<file path="config.mk">
export PLATFORM = sky130hd
export DESIGN_NAME = gpio_port_override_regs
export DESIGN_NICKNAME = d
export VERILOG_FILES = /design/src/inc/gpio_port_pkg.sv /design/src/hdl/gpio_port_override_regs.sv /design/src/hdl/pin_override_slice.sv
export VERILOG_INCLUDE_DIRS = /design/src /design/src/inc
export SDC_FILE = /design/constraint.sdc
export NUM_CORES = 1
export LEC_CHECK = 0
export ABC_AREA = 1
export ABC_CLOCK_PERIOD_IN_PS = 3700
export BUFFER_PORTS_ARGS = -buffer_cell sky130_fd_sc_hd__buf_2
export CAP_MARGIN = 20
export CORE_MARGIN = 2
export CORE_UTILIZATION = 50
export CTS_CLUSTER_DIAMETER = 40
export DETAILED_ROUTE_END_ITERATION = 12
export PLACE_DENSITY = 0.7
export REMOVE_ABC_BUFFERS = 1
export SLEW_MARGIN = 40
export SYNTH_ARGS = -nofsm -noshare
export SYNTH_HDL_FRONTEND = slang
export SYNTH_SLANG_ARGS = --single-unit
</file>
<file path="constraint.sdc">
create_clock -name ref_clk -period 3.7 [get_ports ref_clk]
set_input_delay 0.555 -clock ref_clk [delete_from_list [all_inputs] [get_ports ref_clk]]
set_output_delay 0.555 -clock ref_clk [all_outputs]
set_load 0.1 [all_outputs]
</file>
<file path="src/inc/gpio_port_consts.svh">
/*
 * Register offsets, field positions, reset values and address windows
 * of the general-purpose port block.
 * Assumes an 8-bit I/O bus with a 16-bit data-space address.
 */
`ifndef GPIO_PORT_CONSTS_SVH
`define GPIO_PORT_CONSTS_SVH

// i/o offsets
`define GP_OFS_C_SENSE   6'h13
`define GP_OFS_C_DIR     6'h14
`define GP_OFS_C_LATCH   6'h15
`define GP_OFS_B_SENSE   6'h16
`define GP_OFS_B_DIR     6'h17
`define GP_OFS_B_LATCH   6'h18
`define GP_OFS_A_SENSE   6'h19
`define GP_OFS_A_DIR     6'h1A
`define GP_OFS_A_LATCH   6'h1B
`define GP_OFS_SFR       6'h20

// address windows
`define GP_IO_LAST       16'h003F
`define GP_DS_DISP       16'h0020
`define GP_DS_LAST       16'h005F

// fields and reset values
`define GP_PU_DIS_BIT    2
`define GP_LATCH_RST     8'h00
`define GP_DIR_RST       8'h00
`define GP_SENSE_RST     8'h00
`define GP_SFR_RST       1'b0
`define GP_UNMAPPED_RD   8'h00

// port g pin positions
`define GP_G_OSC_IN      4
`define GP_G_OSC_OUT     3
`define GP_G_ALE         2
`define GP_G_RD          1
`define GP_G_WR          0

`endif

</file>
<file path="src/inc/gpio_port_pkg.sv">
/*
 * Types shared by the general-purpose port block.
 * Assumes the constants header is compiled alongside.
 */
package gpio_port_pkg;

    typedef logic [7:0]  port_byte_t;
    typedef logic [15:0] bus_addr_t;

    typedef enum logic [3:0] {
        SEL_NONE,
        SEL_A_LATCH,
        SEL_A_DIR,
        SEL_A_SENSE,
        SEL_B_LATCH,
        SEL_B_DIR,
        SEL_B_SENSE,
        SEL_C_LATCH,
        SEL_C_DIR,
        SEL_C_SENSE,
        SEL_SFR
    } reg_sel_t;

endpackage

</file>
<file path="src/hdl/gpio_port_override_regs.sv">
/*
 * Ports A, B and C register set, global pull-up disable and port g
 * override logic for the timer oscillator and external memory strobes.
 * Assumes a single system clock, synchronous reset, an I/O bus with
 * io and data-space access, and pin pads outside that resolve drive.
 */
// Summary of operation
// - legacy mode keeps port g pins on alternate functions, never plain gpio
// - timer clock select frees g bit 4: pull-up, drive, input off
// - timer clock select frees g bit 3 likewise, as oscillator output
// - memory enable makes g bit 2 an output carrying the latch strobe
// - memory enable makes g bit 1 an output carrying the read strobe
// - memory enable makes g bit 0 an output carrying the write strobe
// - global pull-up disable bit turns off every port pull-up
// - registers answer at io offsets and at offset plus 0x20 in data space
// - control register at io 0x20, data 0x40, one pull-up disable bit
// - output latch registers: eight read/write bits, reset zero
// - direction registers: eight read/write bits, reset zero, pins input
// - pin sense registers read-only, following the pin levels
`timescale 1ns/10ps
`default_nettype none

`include "gpio_port_consts.svh"

module gpio_port_override_regs
#(
    parameter int G_PINS = 5
)
(
    // clock and reset
    input  wire logic                      ref_clk,
    input  wire logic                      rst,
    // register bus
    input  wire gpio_port_pkg::bus_addr_t  bus_addr,
    input  wire logic                      bus_io_space,
    input  wire logic                      bus_wr,
    input  wire logic                      bus_rd,
    input  wire gpio_port_pkg::port_byte_t bus_wdata,
    output gpio_port_pkg::port_byte_t      bus_rdata,
    output logic                           bus_rd_valid,
    // ports a to c pins
    input  wire gpio_port_pkg::port_byte_t port_a_in,
    input  wire gpio_port_pkg::port_byte_t port_b_in,
    input  wire gpio_port_pkg::port_byte_t port_c_in,
    output gpio_port_pkg::port_byte_t      port_a_out,
    output gpio_port_pkg::port_byte_t      port_b_out,
    output gpio_port_pkg::port_byte_t      port_c_out,
    output gpio_port_pkg::port_byte_t      port_a_oe_n,
    output gpio_port_pkg::port_byte_t      port_b_oe_n,
    output gpio_port_pkg::port_byte_t      port_c_oe_n,
    output gpio_port_pkg::port_byte_t      port_a_pullup,
    output gpio_port_pkg::port_byte_t      port_b_pullup,
    output gpio_port_pkg::port_byte_t      port_c_pullup,
    // port g controls
    input  wire logic                      compat_mode,
    input  wire logic                      async_timer_clock_select,
    input  wire logic                      ext_mem_enable,
    input  wire logic                      ale_strobe,
    input  wire logic                      rd_strobe,
    input  wire logic                      wr_strobe,
    input  wire logic [4:0]                port_g_latch,
    input  wire logic [4:0]                port_g_dir,
    // port g pins
    output logic [4:0]                     port_g_out,
    output logic [4:0]                     port_g_oe_n,
    output logic [4:0]                     port_g_pullup,
    output logic [4:0]                     port_g_din_en,
    output logic                           timer_osc_path
);

    import gpio_port_pkg::*;

    typedef struct packed {
        port_byte_t  latch_a;
        port_byte_t  latch_b;
        port_byte_t  latch_c;
        port_byte_t  dir_a;
        port_byte_t  dir_b;
        port_byte_t  dir_c;
        logic        pu_off;
        logic [23:0] sync1;
        logic [23:0] sync2;
        logic [23:0] sync3;
        logic [23:0] sense;
        port_byte_t  rdata;
        logic        rd_valid;
        logic [23:0] out;
        logic [23:0] oe_n;
        logic [23:0] pu_en;
        logic [4:0]  g_out;
        logic [4:0]  g_oe_n;
        logic [4:0]  g_pullup;
        logic [4:0]  g_din_en;
        logic        osc_path;
    } state_t;

    state_t s_r;
    state_t s_nxt;

    if (G_PINS != 5)
    begin : g_check
        $error("port g override logic serves exactly five pins");
    end

    // io offset or data-space alias to register select
    function automatic reg_sel_t decode_sel(input bus_addr_t addr, input logic io);
        logic      hit;
        bus_addr_t ofs;
        hit = io ? (addr <= `GP_IO_LAST)
                 : (addr >= `GP_DS_DISP && addr <= `GP_DS_LAST);
        ofs = io ? addr : 16'(addr - `GP_DS_DISP);
        decode_sel = SEL_NONE;
        if (hit)
        begin
            case (ofs[5:0])
                `GP_OFS_A_LATCH: decode_sel = SEL_A_LATCH;
                `GP_OFS_A_DIR:   decode_sel = SEL_A_DIR;
                `GP_OFS_A_SENSE: decode_sel = SEL_A_SENSE;
                `GP_OFS_B_LATCH: decode_sel = SEL_B_LATCH;
                `GP_OFS_B_DIR:   decode_sel = SEL_B_DIR;
                `GP_OFS_B_SENSE: decode_sel = SEL_B_SENSE;
                `GP_OFS_C_LATCH: decode_sel = SEL_C_LATCH;
                `GP_OFS_C_DIR:   decode_sel = SEL_C_DIR;
                `GP_OFS_C_SENSE: decode_sel = SEL_C_SENSE;
                `GP_OFS_SFR:     decode_sel = SEL_SFR;
                default:         decode_sel = SEL_NONE;
            endcase
        end
    endfunction

    // pull-up on input pins whose latch is high
    function automatic port_byte_t pullup_of(input port_byte_t dir,
                                             input port_byte_t latch,
                                             input logic       dis);
        pullup_of = ~dir & latch & {8{~dis}};
    endfunction

    reg_sel_t   sel;
    logic       osc_ovr;
    logic       mem_ovr;
    logic [4:0] pue;
    logic [4:0] puv;
    logic [4:0] dde;
    logic [4:0] ddv;
    logic [4:0] pve;
    logic [4:0] pvv;
    logic [4:0] diee;
    logic [4:0] diev;
    logic [4:0] g_pull_c;
    logic [4:0] g_drv_c;
    logic [4:0] g_val_c;
    logic [4:0] g_die_c;

    assign sel = decode_sel(bus_addr, bus_io_space);

    // legacy mode pins both alternate groups on
    assign osc_ovr = async_timer_clock_select | compat_mode;
    assign mem_ovr = ext_mem_enable | compat_mode;

    // oscillator pins: pull-up, drive and input off, output value left to the latch
    assign pue[4:3]  = {2{osc_ovr}};
    assign puv[4:3]  = 2'b00;
    assign dde[4:3]  = {2{osc_ovr}};
    assign ddv[4:3]  = 2'b00;
    assign pve[4:3]  = 2'b00;
    assign pvv[4:3]  = 2'b00;
    assign diee[4:3] = {2{osc_ovr}};
    assign diev[4:3] = 2'b00;

    // memory strobe pins: forced outputs carrying the strobes
    assign pue[2:0]  = {3{mem_ovr}};
    assign puv[2:0]  = 3'h0;
    assign dde[2:0]  = {3{mem_ovr}};
    assign ddv[2:0]  = 3'h7;
    assign pve[2:0]  = {3{mem_ovr}};
    assign pvv[2:0]  = {ale_strobe, rd_strobe, wr_strobe};
    assign diee[2:0] = 3'h0;
    assign diev[2:0] = 3'h0;

    for (genvar i = 0; i < 5; i++)
    begin : g_slice
        pin_override_slice pin_override_slice_i
        (
            .reg_latch                 (port_g_latch[i]),
            .reg_dir                   (port_g_dir[i]),
            .pullup_global_disable     (s_r.pu_off),
            .pullup_override_en        (pue[i]),
            .pullup_override_val       (puv[i]),
            .direction_override_en     (dde[i]),
            .direction_override_val    (ddv[i]),
            .outval_override_en        (pve[i]),
            .outval_override_val       (pvv[i]),
            .input_enable_override_en  (diee[i]),
            .input_enable_override_val (diev[i]),
            .pullup_en                 (g_pull_c[i]),
            .drive                     (g_drv_c[i]),
            .out_val                   (g_val_c[i]),
            .din_en                    (g_die_c[i])
        );
    end

    always_comb
    begin
        s_nxt = s_r;
        // register writes
        if (bus_wr)
        begin
            case (sel)
                SEL_A_LATCH: s_nxt.latch_a = bus_wdata;
                SEL_B_LATCH: s_nxt.latch_b = bus_wdata;
                SEL_C_LATCH: s_nxt.latch_c = bus_wdata;
                SEL_A_DIR:   s_nxt.dir_a = bus_wdata;
                SEL_B_DIR:   s_nxt.dir_b = bus_wdata;
                SEL_C_DIR:   s_nxt.dir_c = bus_wdata;
                SEL_SFR:     s_nxt.pu_off = bus_wdata[`GP_PU_DIS_BIT];
                default:     s_nxt.pu_off = s_r.pu_off; // sense is read-only
            endcase
        end
        // register reads, unmapped reads give zero
        s_nxt.rd_valid = bus_rd;
        if (bus_rd)
        begin
            case (sel)
                SEL_A_LATCH: s_nxt.rdata = s_r.latch_a;
                SEL_B_LATCH: s_nxt.rdata = s_r.latch_b;
                SEL_C_LATCH: s_nxt.rdata = s_r.latch_c;
                SEL_A_DIR:   s_nxt.rdata = s_r.dir_a;
                SEL_B_DIR:   s_nxt.rdata = s_r.dir_b;
                SEL_C_DIR:   s_nxt.rdata = s_r.dir_c;
                SEL_A_SENSE: s_nxt.rdata = s_r.sense[7:0];
                SEL_B_SENSE: s_nxt.rdata = s_r.sense[15:8];
                SEL_C_SENSE: s_nxt.rdata = s_r.sense[23:16];
                SEL_SFR:
                begin
                    s_nxt.rdata = 8'h00;
                    s_nxt.rdata[`GP_PU_DIS_BIT] = s_r.pu_off;
                end
                default:     s_nxt.rdata = `GP_UNMAPPED_RD;
            endcase
        end
        // pin sense: three stages, update once stages two and three agree
        s_nxt.sync1 = {port_c_in, port_b_in, port_a_in};
        s_nxt.sync2 = s_r.sync1;
        s_nxt.sync3 = s_r.sync2;
        for (int i = 0; i < 24; i++)
        begin
            if (s_r.sync2[i] == s_r.sync3[i])
            begin
                s_nxt.sense[i] = s_r.sync3[i];
            end
        end
        // ports a to c pads
        s_nxt.out    = {s_r.latch_c, s_r.latch_b, s_r.latch_a};
        s_nxt.oe_n   = ~{s_r.dir_c, s_r.dir_b, s_r.dir_a};
        s_nxt.pu_en = {pullup_of(s_r.dir_c, s_r.latch_c, s_r.pu_off),
                       pullup_of(s_r.dir_b, s_r.latch_b, s_r.pu_off),
                       pullup_of(s_r.dir_a, s_r.latch_a, s_r.pu_off)};
        // port g pads through the override slices
        s_nxt.g_out    = g_val_c;
        s_nxt.g_oe_n   = ~g_drv_c;
        s_nxt.g_pullup = g_pull_c;
        s_nxt.g_din_en = g_die_c;
        s_nxt.osc_path = osc_ovr;
        if (rst)
        begin
            s_nxt          = '0;
            s_nxt.latch_a  = `GP_LATCH_RST;
            s_nxt.latch_b  = `GP_LATCH_RST;
            s_nxt.latch_c  = `GP_LATCH_RST;
            s_nxt.dir_a    = `GP_DIR_RST;
            s_nxt.dir_b    = `GP_DIR_RST;
            s_nxt.dir_c    = `GP_DIR_RST;
            s_nxt.pu_off   = `GP_SFR_RST;
            s_nxt.sense    = {3{`GP_SENSE_RST}};
            s_nxt.oe_n     = '1;
            s_nxt.g_oe_n   = '1;
        end
    end

    always_ff @(posedge ref_clk)
    begin
        s_r <= s_nxt;
    end

    assign bus_rdata     = s_r.rdata;
    assign bus_rd_valid  = s_r.rd_valid;
    assign port_a_out    = s_r.out[7:0];
    assign port_b_out    = s_r.out[15:8];
    assign port_c_out    = s_r.out[23:16];
    assign port_a_oe_n   = s_r.oe_n[7:0];
    assign port_b_oe_n   = s_r.oe_n[15:8];
    assign port_c_oe_n   = s_r.oe_n[23:16];
    assign port_a_pullup = s_r.pu_en[7:0];
    assign port_b_pullup = s_r.pu_en[15:8];
    assign port_c_pullup = s_r.pu_en[23:16];
    assign port_g_out    = s_r.g_out;
    assign port_g_oe_n   = s_r.g_oe_n;
    assign port_g_pullup = s_r.g_pullup;
    assign port_g_din_en = s_r.g_din_en;
    assign timer_osc_path = s_r.osc_path;
endmodule

`default_nettype wire

</file>
<file path="src/hdl/pin_override_slice.sv">
/*
 * One pin of override logic: each class picks the override value
 * when its enable is set, else the register-derived value; input enable instead defaults to on.
 * Assumes all inputs on the system clock; purely combinational.
 */
`timescale 1ns/10ps
`default_nettype none

module pin_override_slice
(
    // register side
    input  wire logic reg_latch,
    input  wire logic reg_dir,
    input  wire logic pullup_global_disable,
    // override controls
    input  wire logic pullup_override_en,
    input  wire logic pullup_override_val,
    input  wire logic direction_override_en,
    input  wire logic direction_override_val,
    input  wire logic outval_override_en,
    input  wire logic outval_override_val,
    input  wire logic input_enable_override_en,
    input  wire logic input_enable_override_val,
    // pin side
    output logic      pullup_en,
    output logic      drive,
    output logic      out_val,
    output logic      din_en
);

    // register-derived pull-up: input with latch high, no global disable
    assign pullup_en = pullup_override_en ? pullup_override_val
                                          : (~reg_dir & reg_latch & ~pullup_global_disable);
    assign drive   = direction_override_en ? direction_override_val : reg_dir;
    assign out_val = outval_override_en ? outval_override_val : reg_latch;
    assign din_en  = input_enable_override_en ? input_enable_override_val : 1'b1;

endmodule

`default_nettype wire

</file>
Word-level counts from Yosys, hierarchy flattened. Cells that the tools add are included. Widths: inputs -> output; s select.

$mul: 0. Muxes and demuxes: 15. Reductions and logical operators: 10. Bitwise logic cells: 29. Magnitude comparators: 3. Add/sub/neg operators: 1. Equality and inequality tests: 44. Shift-type cells: 0. Divide/modulo/power cells: 0.

Operators with widths (number): $pmux 8 s10 (1); $eq 6x5->1 const B (9); $and 8x8->8 (6); $pmux 4 s10 (1); $eq 1x1->1 (24); $not 24->24 (1); $not 8->8 (3); $eq 4x3->1 const B (4); $ge 16x6->1 const B (1); $le 16x6->1 const B (1); $le 16x7->1 const B (1); $reduce_and 2->1 (7); $eq 4x4->1 const B (3); $and 1x1->1 (10); $mux 1 (10); $eq 4x2->1 const B (2); $mux 4 (2); $eq 6x6->1 const B (1); $mux 6 (1); $not 1->1 (6); $sub 6x6->6 const B (1); $not 5->5 (1); $eq 4x1->1 const B (1); $reduce_or 2->1 (2); 2 further kinds (3).

Memories: 0. Input port bits: 69. Bits in writable memories: 0. Output and inout bits: 102. Register bits: 246. Latch bits: 0. Word-level logic and storage cells: 148. ROM bits: 0.

Logic depth before layout (Yosys ltp). Gate-level depths: netlist of run 1.

Depth after elaboration: 7. Depth in mapped cells: 17. Gate-level depth less buffers: 17.

Modules after synthesis. From an unflattened synthesis of run 1, not the netlist that was laid out.

Cells, all modules: 1157. Area total of the unflattened synthesis: 9414.0 sq um.

By module, submodules not included: gpio_port_override_regs (cells each 1092, area each 9157.5 sq um, instances 1, seq. area each 4944.7 sq um); pin_override_slice (cells each 13, area each 51.3 sq um, instances 5, seq. area each 0.0 sq um).

Worst setup path before layout of run 1. OpenSTA, ideal clock, no wires.

Kind: input-to-reg. Start point: input bus_addr[15]. End point: register s_r, in the netlist bus_rdata[3]. Required time: 3.568 ns. Stages: 15. Path buffers: 0. Arrival time: 2.083 ns. Setup slack: 1.484 ns. Setup time: 0.132 ns. Cell sequence: or2_1 > nor2_1 > nand2_1 > nor2_8 > nand2_2 > nand2_2 > inv_1 > nand2_2 > nand2_1 > inv_1 > nand2_1 > nor2_1 > nor2_4 > nand2_1 > a21oi_1.

Longest elaborated chain between the ends: 6. Elaborated cells on any way between the ends: 17. Those cells by class: order compare: 3; eq/ne: 10; mux: 3; reduce/logical: 1.

Ends and longest elaborated chain: start: declaration (line gpio_port_override_regs.sv:34) `input wire gpio_port_pkg::bus_addr_t bus_addr,`; $ge 16x6->1 (no source line) / $le 16x7->1 (equally long branches); $logic_and 1x1->1 (no source line); $mux 1 * (line gpio_port_override_regs.sv:109) `` hit = io ? (addr <= `GP_IO_LAST) ``; $mux 4 * (line gpio_port_override_regs.sv:113) `if (hit)`; $eq 4x4->1 (tied with other cells) (line gpio_port_override_regs.sv:223) `case (sel)`; $pmux 8 s10 * (line gpio_port_override_regs.sv:223); end signal: assignment (line gpio_port_override_regs.sv:282) `s_r <= s_nxt;`; end: declaration (line gpio_port_override_regs.sv:97) `state_t s_r;`.

Mark *: on every way between the ends. The rest lies on a longest branch, timed or not. A chain may end at the register's enable or synchronous reset.

Worst setup path in the final report of run 1.
Start point: input bus_io_space. End point: register s_r, in the netlist bus_rdata[3].

Longest elaborated chain between the ends: 6. Elaborated cells on any way between the ends: 25. Those cells by class: eq/ne: 20; mux: 5.

Ends and longest elaborated chain: start: declaration (line gpio_port_override_regs.sv:35) `input wire logic bus_io_space,`; $mux 6 (line gpio_port_override_regs.sv:111) `` ofs = io ? addr : 16'(addr - `GP_DS_DISP); ``; $eq 6x6->1 / $eq 6x5->1 (equally long branches) (line gpio_port_override_regs.sv:115) `case (ofs[5:0])`; $pmux 4 s10 (line gpio_port_override_regs.sv:115); $mux 4 * (line gpio_port_override_regs.sv:113); $eq 4x4->1 (tied with other cells) (line gpio_port_override_regs.sv:223); $pmux 8 s10 * (line gpio_port_override_regs.sv:223).

Marked as above.

==> results of run 1 <==
[state kept, by name (all words and copies together), names as in the netlist]
register / flops
port_b_oe_n: 8
port_g_out: 5
port_g_oe_n: 5
port_b_pullup: 8
bus_rd_valid: 1
port_b_out: 8
timer_osc_path: 1
port_a_oe_n: 8
bus_rdata: 8
port_c_out: 8
port_g_pullup: 5
s_r: 145
port_c_pullup: 8
port_c_oe_n: 8
port_a_out: 8
port_g_din_en: 2
port_a_pullup: 8
[critical path: cells and delay by family]
family	cells	cell delay, ns
AO/OA/AOI/OAI	2	0.27
buffers and inverters	2	0.12
AND/OR/NAND/NOR	11	1.64
[synth_stat cells, drive strengths merged]
master,n,area (um^2)
a211oi,33,248
a21oi,58,290
a311oi,1,8.76
buf,108,793
clkbuf,27,101
clkinv,2,7.51
dfxtp,244,4880
inv,143,537
nand2,131,519
nand3,21,133
nand3b,1,7.51
nand4,4,31.3
nor2,212,870
nor3,4,36.3
nor4,29,181
o21a,2,15.0
o21ai,57,285
or2,2,12.5
[area by class of cell]
cell class | instances | area (um^2) | share of cell area [%]
sequential | 244 | 4880 | 47.3
multi-input combinational | 555 | 2640 | 25.6
timing repair buffer | 174 | 883 | 8.55
clock buffer | 36 | 825 | 7.98
inverter | 145 | 544 | 5.27
tap | 225 | 282 | 2.73
clock inverter | 18 | 268 | 2.59
[cell families after synthesis]
logic type,synth area share [%]
AO/OA/AOI/OAI,9.45
AND/OR/NAND/NOR,20.0
flip-flops,54.5
buffers and inverters,16.1
[path summary, 6_finish.rpt]
check	startpoint	to	cells after the start
min	port_g_dir[1]	port_g_pullup[1]	2
min reg2reg	s_r[178]	s_r[154]	2
max reg2reg	s_r[214]	bus_rdata[7]	6
max	bus_io_space	bus_rdata[3]	15
[routing by layer]
metal / wire length (um) / GRT usage [%] / vias up
met5: 0 / 0 / -
met2: 8170 / 30.8 / 202
met4: 426 / 6.86 / 0
li1: - / - / 3435
met3: 1220 / 3.55 / 32
met1: 8280 / 24.9 / 2926
[power by group through the flow]
stage,combinational [mW],sequential [mW],clock [mW]
2_1_floorplan,0.0760,2.82,0
3_3_place_gp,0.251,2.74,0
3_5_place_dp,0.254,2.74,0
4_1_cts,0.255,2.68,3.12
5_1_grt,0.279,2.69,3.23
6_report,0.253,2.68,3.07
[layout by cell type, fill, tap and decap left out]
cell type | netlist | routed
nor2_2 | 2 | 2
clkinv_4 | 0 | 3
clkinv_8 | 0 | 4
o21ai_1 | 6 | 6
inv_1 | 139 | 138
dfxtp_1 | 244 | 244
nand4_1 | 3 | 3
nor2_1 | 202 | 202
a21oi_1 | 58 | 58
nor4_1 | 29 | 29
clkbuf_1 | 27 | 2
nand2_1 | 124 | 124
nand2_2 | 5 | 5
or2_0 | 1 | 1
clkinv_1 | 2 | 2
inv_6 | 0 | 5
clkbuf_8 | 0 | 3
nand3_4 | 1 | 1
clkinv_2 | 0 | 1
o21a_1 | 2 | 2
inv_2 | 4 | 5
nand3_2 | 3 | 3
nand3_1 | 17 | 17
a311oi_1 | 1 | 1
nand3b_1 | 1 | 1
nand4_2 | 1 | 1
nor2_8 | 1 | 1
or2_1 | 1 | 1
nand2_4 | 2 | 2
buf_2 | 4 | 169
clkbuf_16 | 0 | 31
nor3_4 | 1 | 2
bufinv_16 | 0 | 4
o21ai_0 | 51 | 51
nor3_1 | 2 | 2
buf_4 | 102 | 5
clkinvlp_4 | 0 | 1
nor2_4 | 7 | 7
a211oi_1 | 33 | 33
==> flow_summary_export.csv, run 1 <==
group,metric,value,unit
run_status,status,"complete, no violations",
synth,synth_seq_cells,244,
clock_network,clk_latency,0.54,ns
sta,fin_crit,2.13,ns
floorplanning,rows,48,
pwr,switching_share,22.8,%
place,post-dp-hpwl,12400,um
floorplanning,core_area,17400,um^2
drt,ant_nets,0,
synth,syn_area,8960,um^2
sta,slew_headroom,53.4,%
job,max-cap-violations,0,
sta,period_share,57.5,%
drt,vias,6595,
clock_network,cts_tree,"built",
floorplanning,io_pins,171,
setup_path,cp_common_cell,"nand2_1",
pwr,p_leak,4.60,nW
clock_network,cts_buffer_depth,3,
drt,viasPerCell,4.72,
setup_path,crit_arrival,2.59,ns
global_routing,grt_max_degree,69,
sta,report.final.slew_viol_count,0,
clock_network,post_cts_buffers,0,
place,placed_area,9240,um^2
setup_path,crit_path_cell_trace,"buf_2 > inv_1 > nand2_1 > nand2_1 > nor2_4 > o21ai_1 > nand3_4 > nand3_2 > nor2_2 > nor2_1 > nand2_1 > nor2_1 > nor2_4 > nand2_1 > a21oi_1",
setup_path,path_class,"input port to register",
hold_path,min_path_type,"input port to register",
setup_path,end_kind,"register",
layout,fin_nets,1219,
global_routing,overflow,0,
global_routing,antenna_found_initial,0,
synth,yosysUniqueCellTypes,33,
synth,syn_inst,1079,
layout,finalInstanceArea,10300,um^2
clock_network,cts_resized,0,
drt,routed_wl,18100,um
place,pre_cts_slack,1.09,ns
synth,syn_area_per_cell,8.30,um^2
floorplanning,start_util,51.5,%
floorplanning,die_y,138,um
global_routing,grt_pass1_wl,29000,um
sta,rsz0062_at_grt,"no",
place,dp_cells,1343,
sta,fin_ws,1.57,ns
sta,hold-worst-slack,0.186,ns
global_routing,grt_usage,18.9,%
drt,drt-initial-drc-count,331,
setup_path,crit_fanout,9,
clock_network,cts-buffers-inserted,30,
setup_path,cp.required,4.16,ns
layout,area_growth,15.3,%
drt,wl_per_cell,13.0,um
clock_network,cts_sinks,244,
setup_path,critical_path.max_stage_delay,0.43,ns
sta,tightest_slew,0.699,ns
sta,setup_viol,0,
drt,detailedRoute.firstPassIterationCount,5,
pwr,clkPwrFrac,51.1,%
layout,diodes,0,
clock_network,cts_root_buf,"clkbuf_16",
sta,finalSetupTns,0,ns
pwr,power_frac_comb,4.2,%
setup_path,crit_path_top_delay_cell,"nor2_2",
pwr,peakVddDrop,0.000385,V
pwr,seqPwrFrac,44.7,%
place,io_buffers,170,
sta,max_freq,0.470,GHz
pwr,power_switching,1.37,mW
floorplanning,die_w,138,um
layout,fillers,1533,
layout,drive_above_1_share,21.8,%
synth,yosysWarnings,0,
place,globalplace.congestion,0.882,
pwr,power.density,581,nW/um^2
clock_network,htreeDepth,1,
synth,yosysSeqAreaShare,54.5,%
setup_path,r2r_slack,2.58,ns
setup_path,start_kind,"input port",
clock_network,cts_hold_buf,0,
pwr,total_power,6.00,mW
pwr,cell_internal_pwr,4.64,mW
drt,drc,0,
layout,instances_no_fill,1397,
sta,finClkSkew,0.00936,ns
global_routing,grt_pass1_vias,5953,
floorplanning,die_area,19000,um^2
layout,final_core_util,59.3,%
clock_network,clk_pin_slew,0.06,ns
sta,hold_viol,0,
(Power assumes the default switching activity.)
==> run 2, diff against run 1 <==
--- a/config.mk
+++ b/config.mk
@@ -7,14 +7,14 @@
 export NUM_CORES = 1
 export LEC_CHECK = 0
 export ABC_AREA = 1
-export ABC_CLOCK_PERIOD_IN_PS = 3700
+export ABC_CLOCK_PERIOD_IN_PS = 1800
 export BUFFER_PORTS_ARGS = -buffer_cell sky130_fd_sc_hd__buf_2
 export CAP_MARGIN = 20
 export CORE_MARGIN = 2
-export CORE_UTILIZATION = 50
+export CORE_UTILIZATION = 49
 export CTS_CLUSTER_DIAMETER = 40
 export DETAILED_ROUTE_END_ITERATION = 12
-export PLACE_DENSITY = 0.7
+export PLACE_DENSITY = 0.72
 export REMOVE_ABC_BUFFERS = 1
 export SLEW_MARGIN = 40
 export SYNTH_ARGS = -nofsm -noshare
==> constraint.sdc (replaced) <==
create_clock -name ref_clk -period 1.8 [get_ports ref_clk]
set_input_delay 0.27 -clock ref_clk [delete_from_list [all_inputs] [get_ports ref_clk]]
set_output_delay 0.27 -clock ref_clk [all_outputs]
set_load 0.1 [all_outputs]
==> flow_summary_export.csv, run 2 (same netlist as run 1, synthesis figures left out) <==
group,metric,value,unit
floorplanning,die_area,19400,um^2
drt,wl_per_cell,12.7,um
floorplanning,io_pins,171,
setup_path,reg2reg_depth,3,
layout,finalInstanceArea,11100,um^2
setup_path,crit_path_top_delay_cell,"buf_2",
hold_path,hold-path-endpoint,"s_r[242]",
global_routing,grt_pass1_wl,31400,um
floorplanning,die_y,139,um
drt,ant_nets,0,
place,io_buffers,170,
sta,hold_viol,0,
pwr,power.density,1120,nW/um^2
setup_path,crit_buf_inv,1,
place,placed_area,9550,um^2
sta,slew_headroom,56.8,%
setup_path,crit_arrival,1.38,ns
setup_path,cp_top_family,"buffers and inverters",
job,max-cap-violations,0,
global_routing,grt_pass1_vias,6514,
layout,area_growth,23.6,%
layout,drive_above_1_share,22.7,%
layout,fin_nets,1290,
sta,report.final.slew_viol_count,0,
drt,vias,6783,
place,pre_cts_slack,-0.346,ns
clock_network,cts_sinks,244,
setup_path,r2r_slack,0.28,ns
clock_network,cts_buffer_depth,3,
drt,detailedRoute.firstPassIterationCount,5,
global_routing,overflow,0,
layout,fillers,1560,
floorplanning,start_util,49.9,%
sta,finalSetupTns,0,ns
setup_path,end_kind,"output pin",
setup_path,start_kind,"register",
sta,period_share,91.9,%
global_routing,grt_usage,19.2,%
floorplanning,core_area,18000,um^2
drt,drt-initial-drc-count,418,
clock_network,cts_root_buf,"clkbuf_16",
hold_path,min_path_type,"input port to register",
pwr,p_leak,4.95,nW
floorplanning,die_w,139,um
clock_network,htreeDepth,1,
sta,max_freq,0.604,GHz
hold_path,whs_path_depth,3,
sta,fin_crit,1.65,ns
clock_network,cts_tree,"built",
drt,drc,0,
sta,tightest_slew,0.648,ns
place,post-dp-hpwl,12700,um
clock_network,clk_pin_slew,0.06,ns
setup_path,critical_path.max_stage_delay,0.45,ns
setup_path,crit_fanout,2,
layout,layout_common_cells,"244 x dfxtp_1, 202 x nor2_1, 169 x buf_2, 138 x inv_1, 123 x nand2_1",
setup_path,cp.required,1.53,ns
sta,fin_ws,0.145,ns
pwr,total_power,12.4,mW
sta,finClkSkew,0.0158,ns
place,globalplace.congestion,0.887,
setup_path,r2r-start,"s_r[198]",
layout,final_common_cell,"dfxtp_1",
hold_path,hold_start,"bus_wdata[3]",
drt,routed_wl,18600,um
global_routing,grt_max_degree,144,
pwr,peakVddDrop,0.000947,V
sta,setup_viol,0,
setup_path,cp-startpoint,"bus_rdata[1]",
setup_path,r2r_end,"port_g_pullup[1]",
drt,viasPerCell,4.60,
setup_path,crit_path_cell_trace,"buf_2",
floorplanning,rows,49,
clock_network,post_cts_buffers,0,
global_routing,antenna_found_initial,0,
layout,largest_reg_flops,145,
clock_network,clk_latency,0.56,ns
run_status,status,"complete, no violations",
clock_network,cts-buffers-inserted,31,
layout,largest-register,"s_r",
layout,diodes,0,
setup_path,path_class,"register to output pin",
## run 2: area by class of cell
cell class	count	area, um^2	share of cell area [%]
repair buffers	244	1630	14.7
clock buffers	37	818	7.39
multi-input cells	555	2650	23.9
well taps	229	287	2.59
flip-flops and latches	244	4880	44.1
inverters	145	544	4.91
clock inverters	19	268	2.42
## run 2: repair_timing
action                                  CTS  global route
endpoints found under the setup margin    0             6
endpoints found under the hold margin    42             0
gates resized for setup                   0             2
hold buffers                             43             0
## run 2: stage by stage
stage               util [%]  instances  hold WS, ns
floorplan                  -        944        0.339
global placement        53.2       1374        0.392
detailed placement      53.2       1374        0.392
CTS                     61.6       1473      0.00277
global route            61.7       1473       0.0396
finish                  61.7       1473       0.0110
## run 2: how the worst max path moves through the flow
stage / end / slack [ns] / cells after the start
after floorplan: port_g_din_en[0] / -0.67 / 0
after global placement: bus_rdata[4] / -0.33 / 14
after detailed placement: bus_rdata[4] / -0.35 / 16
after CTS: bus_rdata[1] / 0.11 / 1
after global routing: bus_rdata[1] / -0.003 / 16
final: bus_rdata[1] / 0.15 / 1
## run 2: report_power, final
| part | internal [mW] | leakage [nW] | total [mW] | switching (mW) |
|---|---|---|---|---|
| sequential | 5.49 | 1.98 | 5.52 | 0.0318 |
| clock | 3.78 | 0.521 | 6.22 | 2.45 |
| combinational | 0.203 | 2.44 | 0.609 | 0.406 |
| total | 9.47 | 4.95 | 12.4 | 2.88 |
## run 2: metal layers
metal	vias to the layer above	GRT usage (%)	part of all wire (%)
met1	2966	24.6	45
met3	41	3.37	5.9
met4	0	6.38	2.3
met2	186	33.0	47
li1	3590	-	-
met5	-	0	0
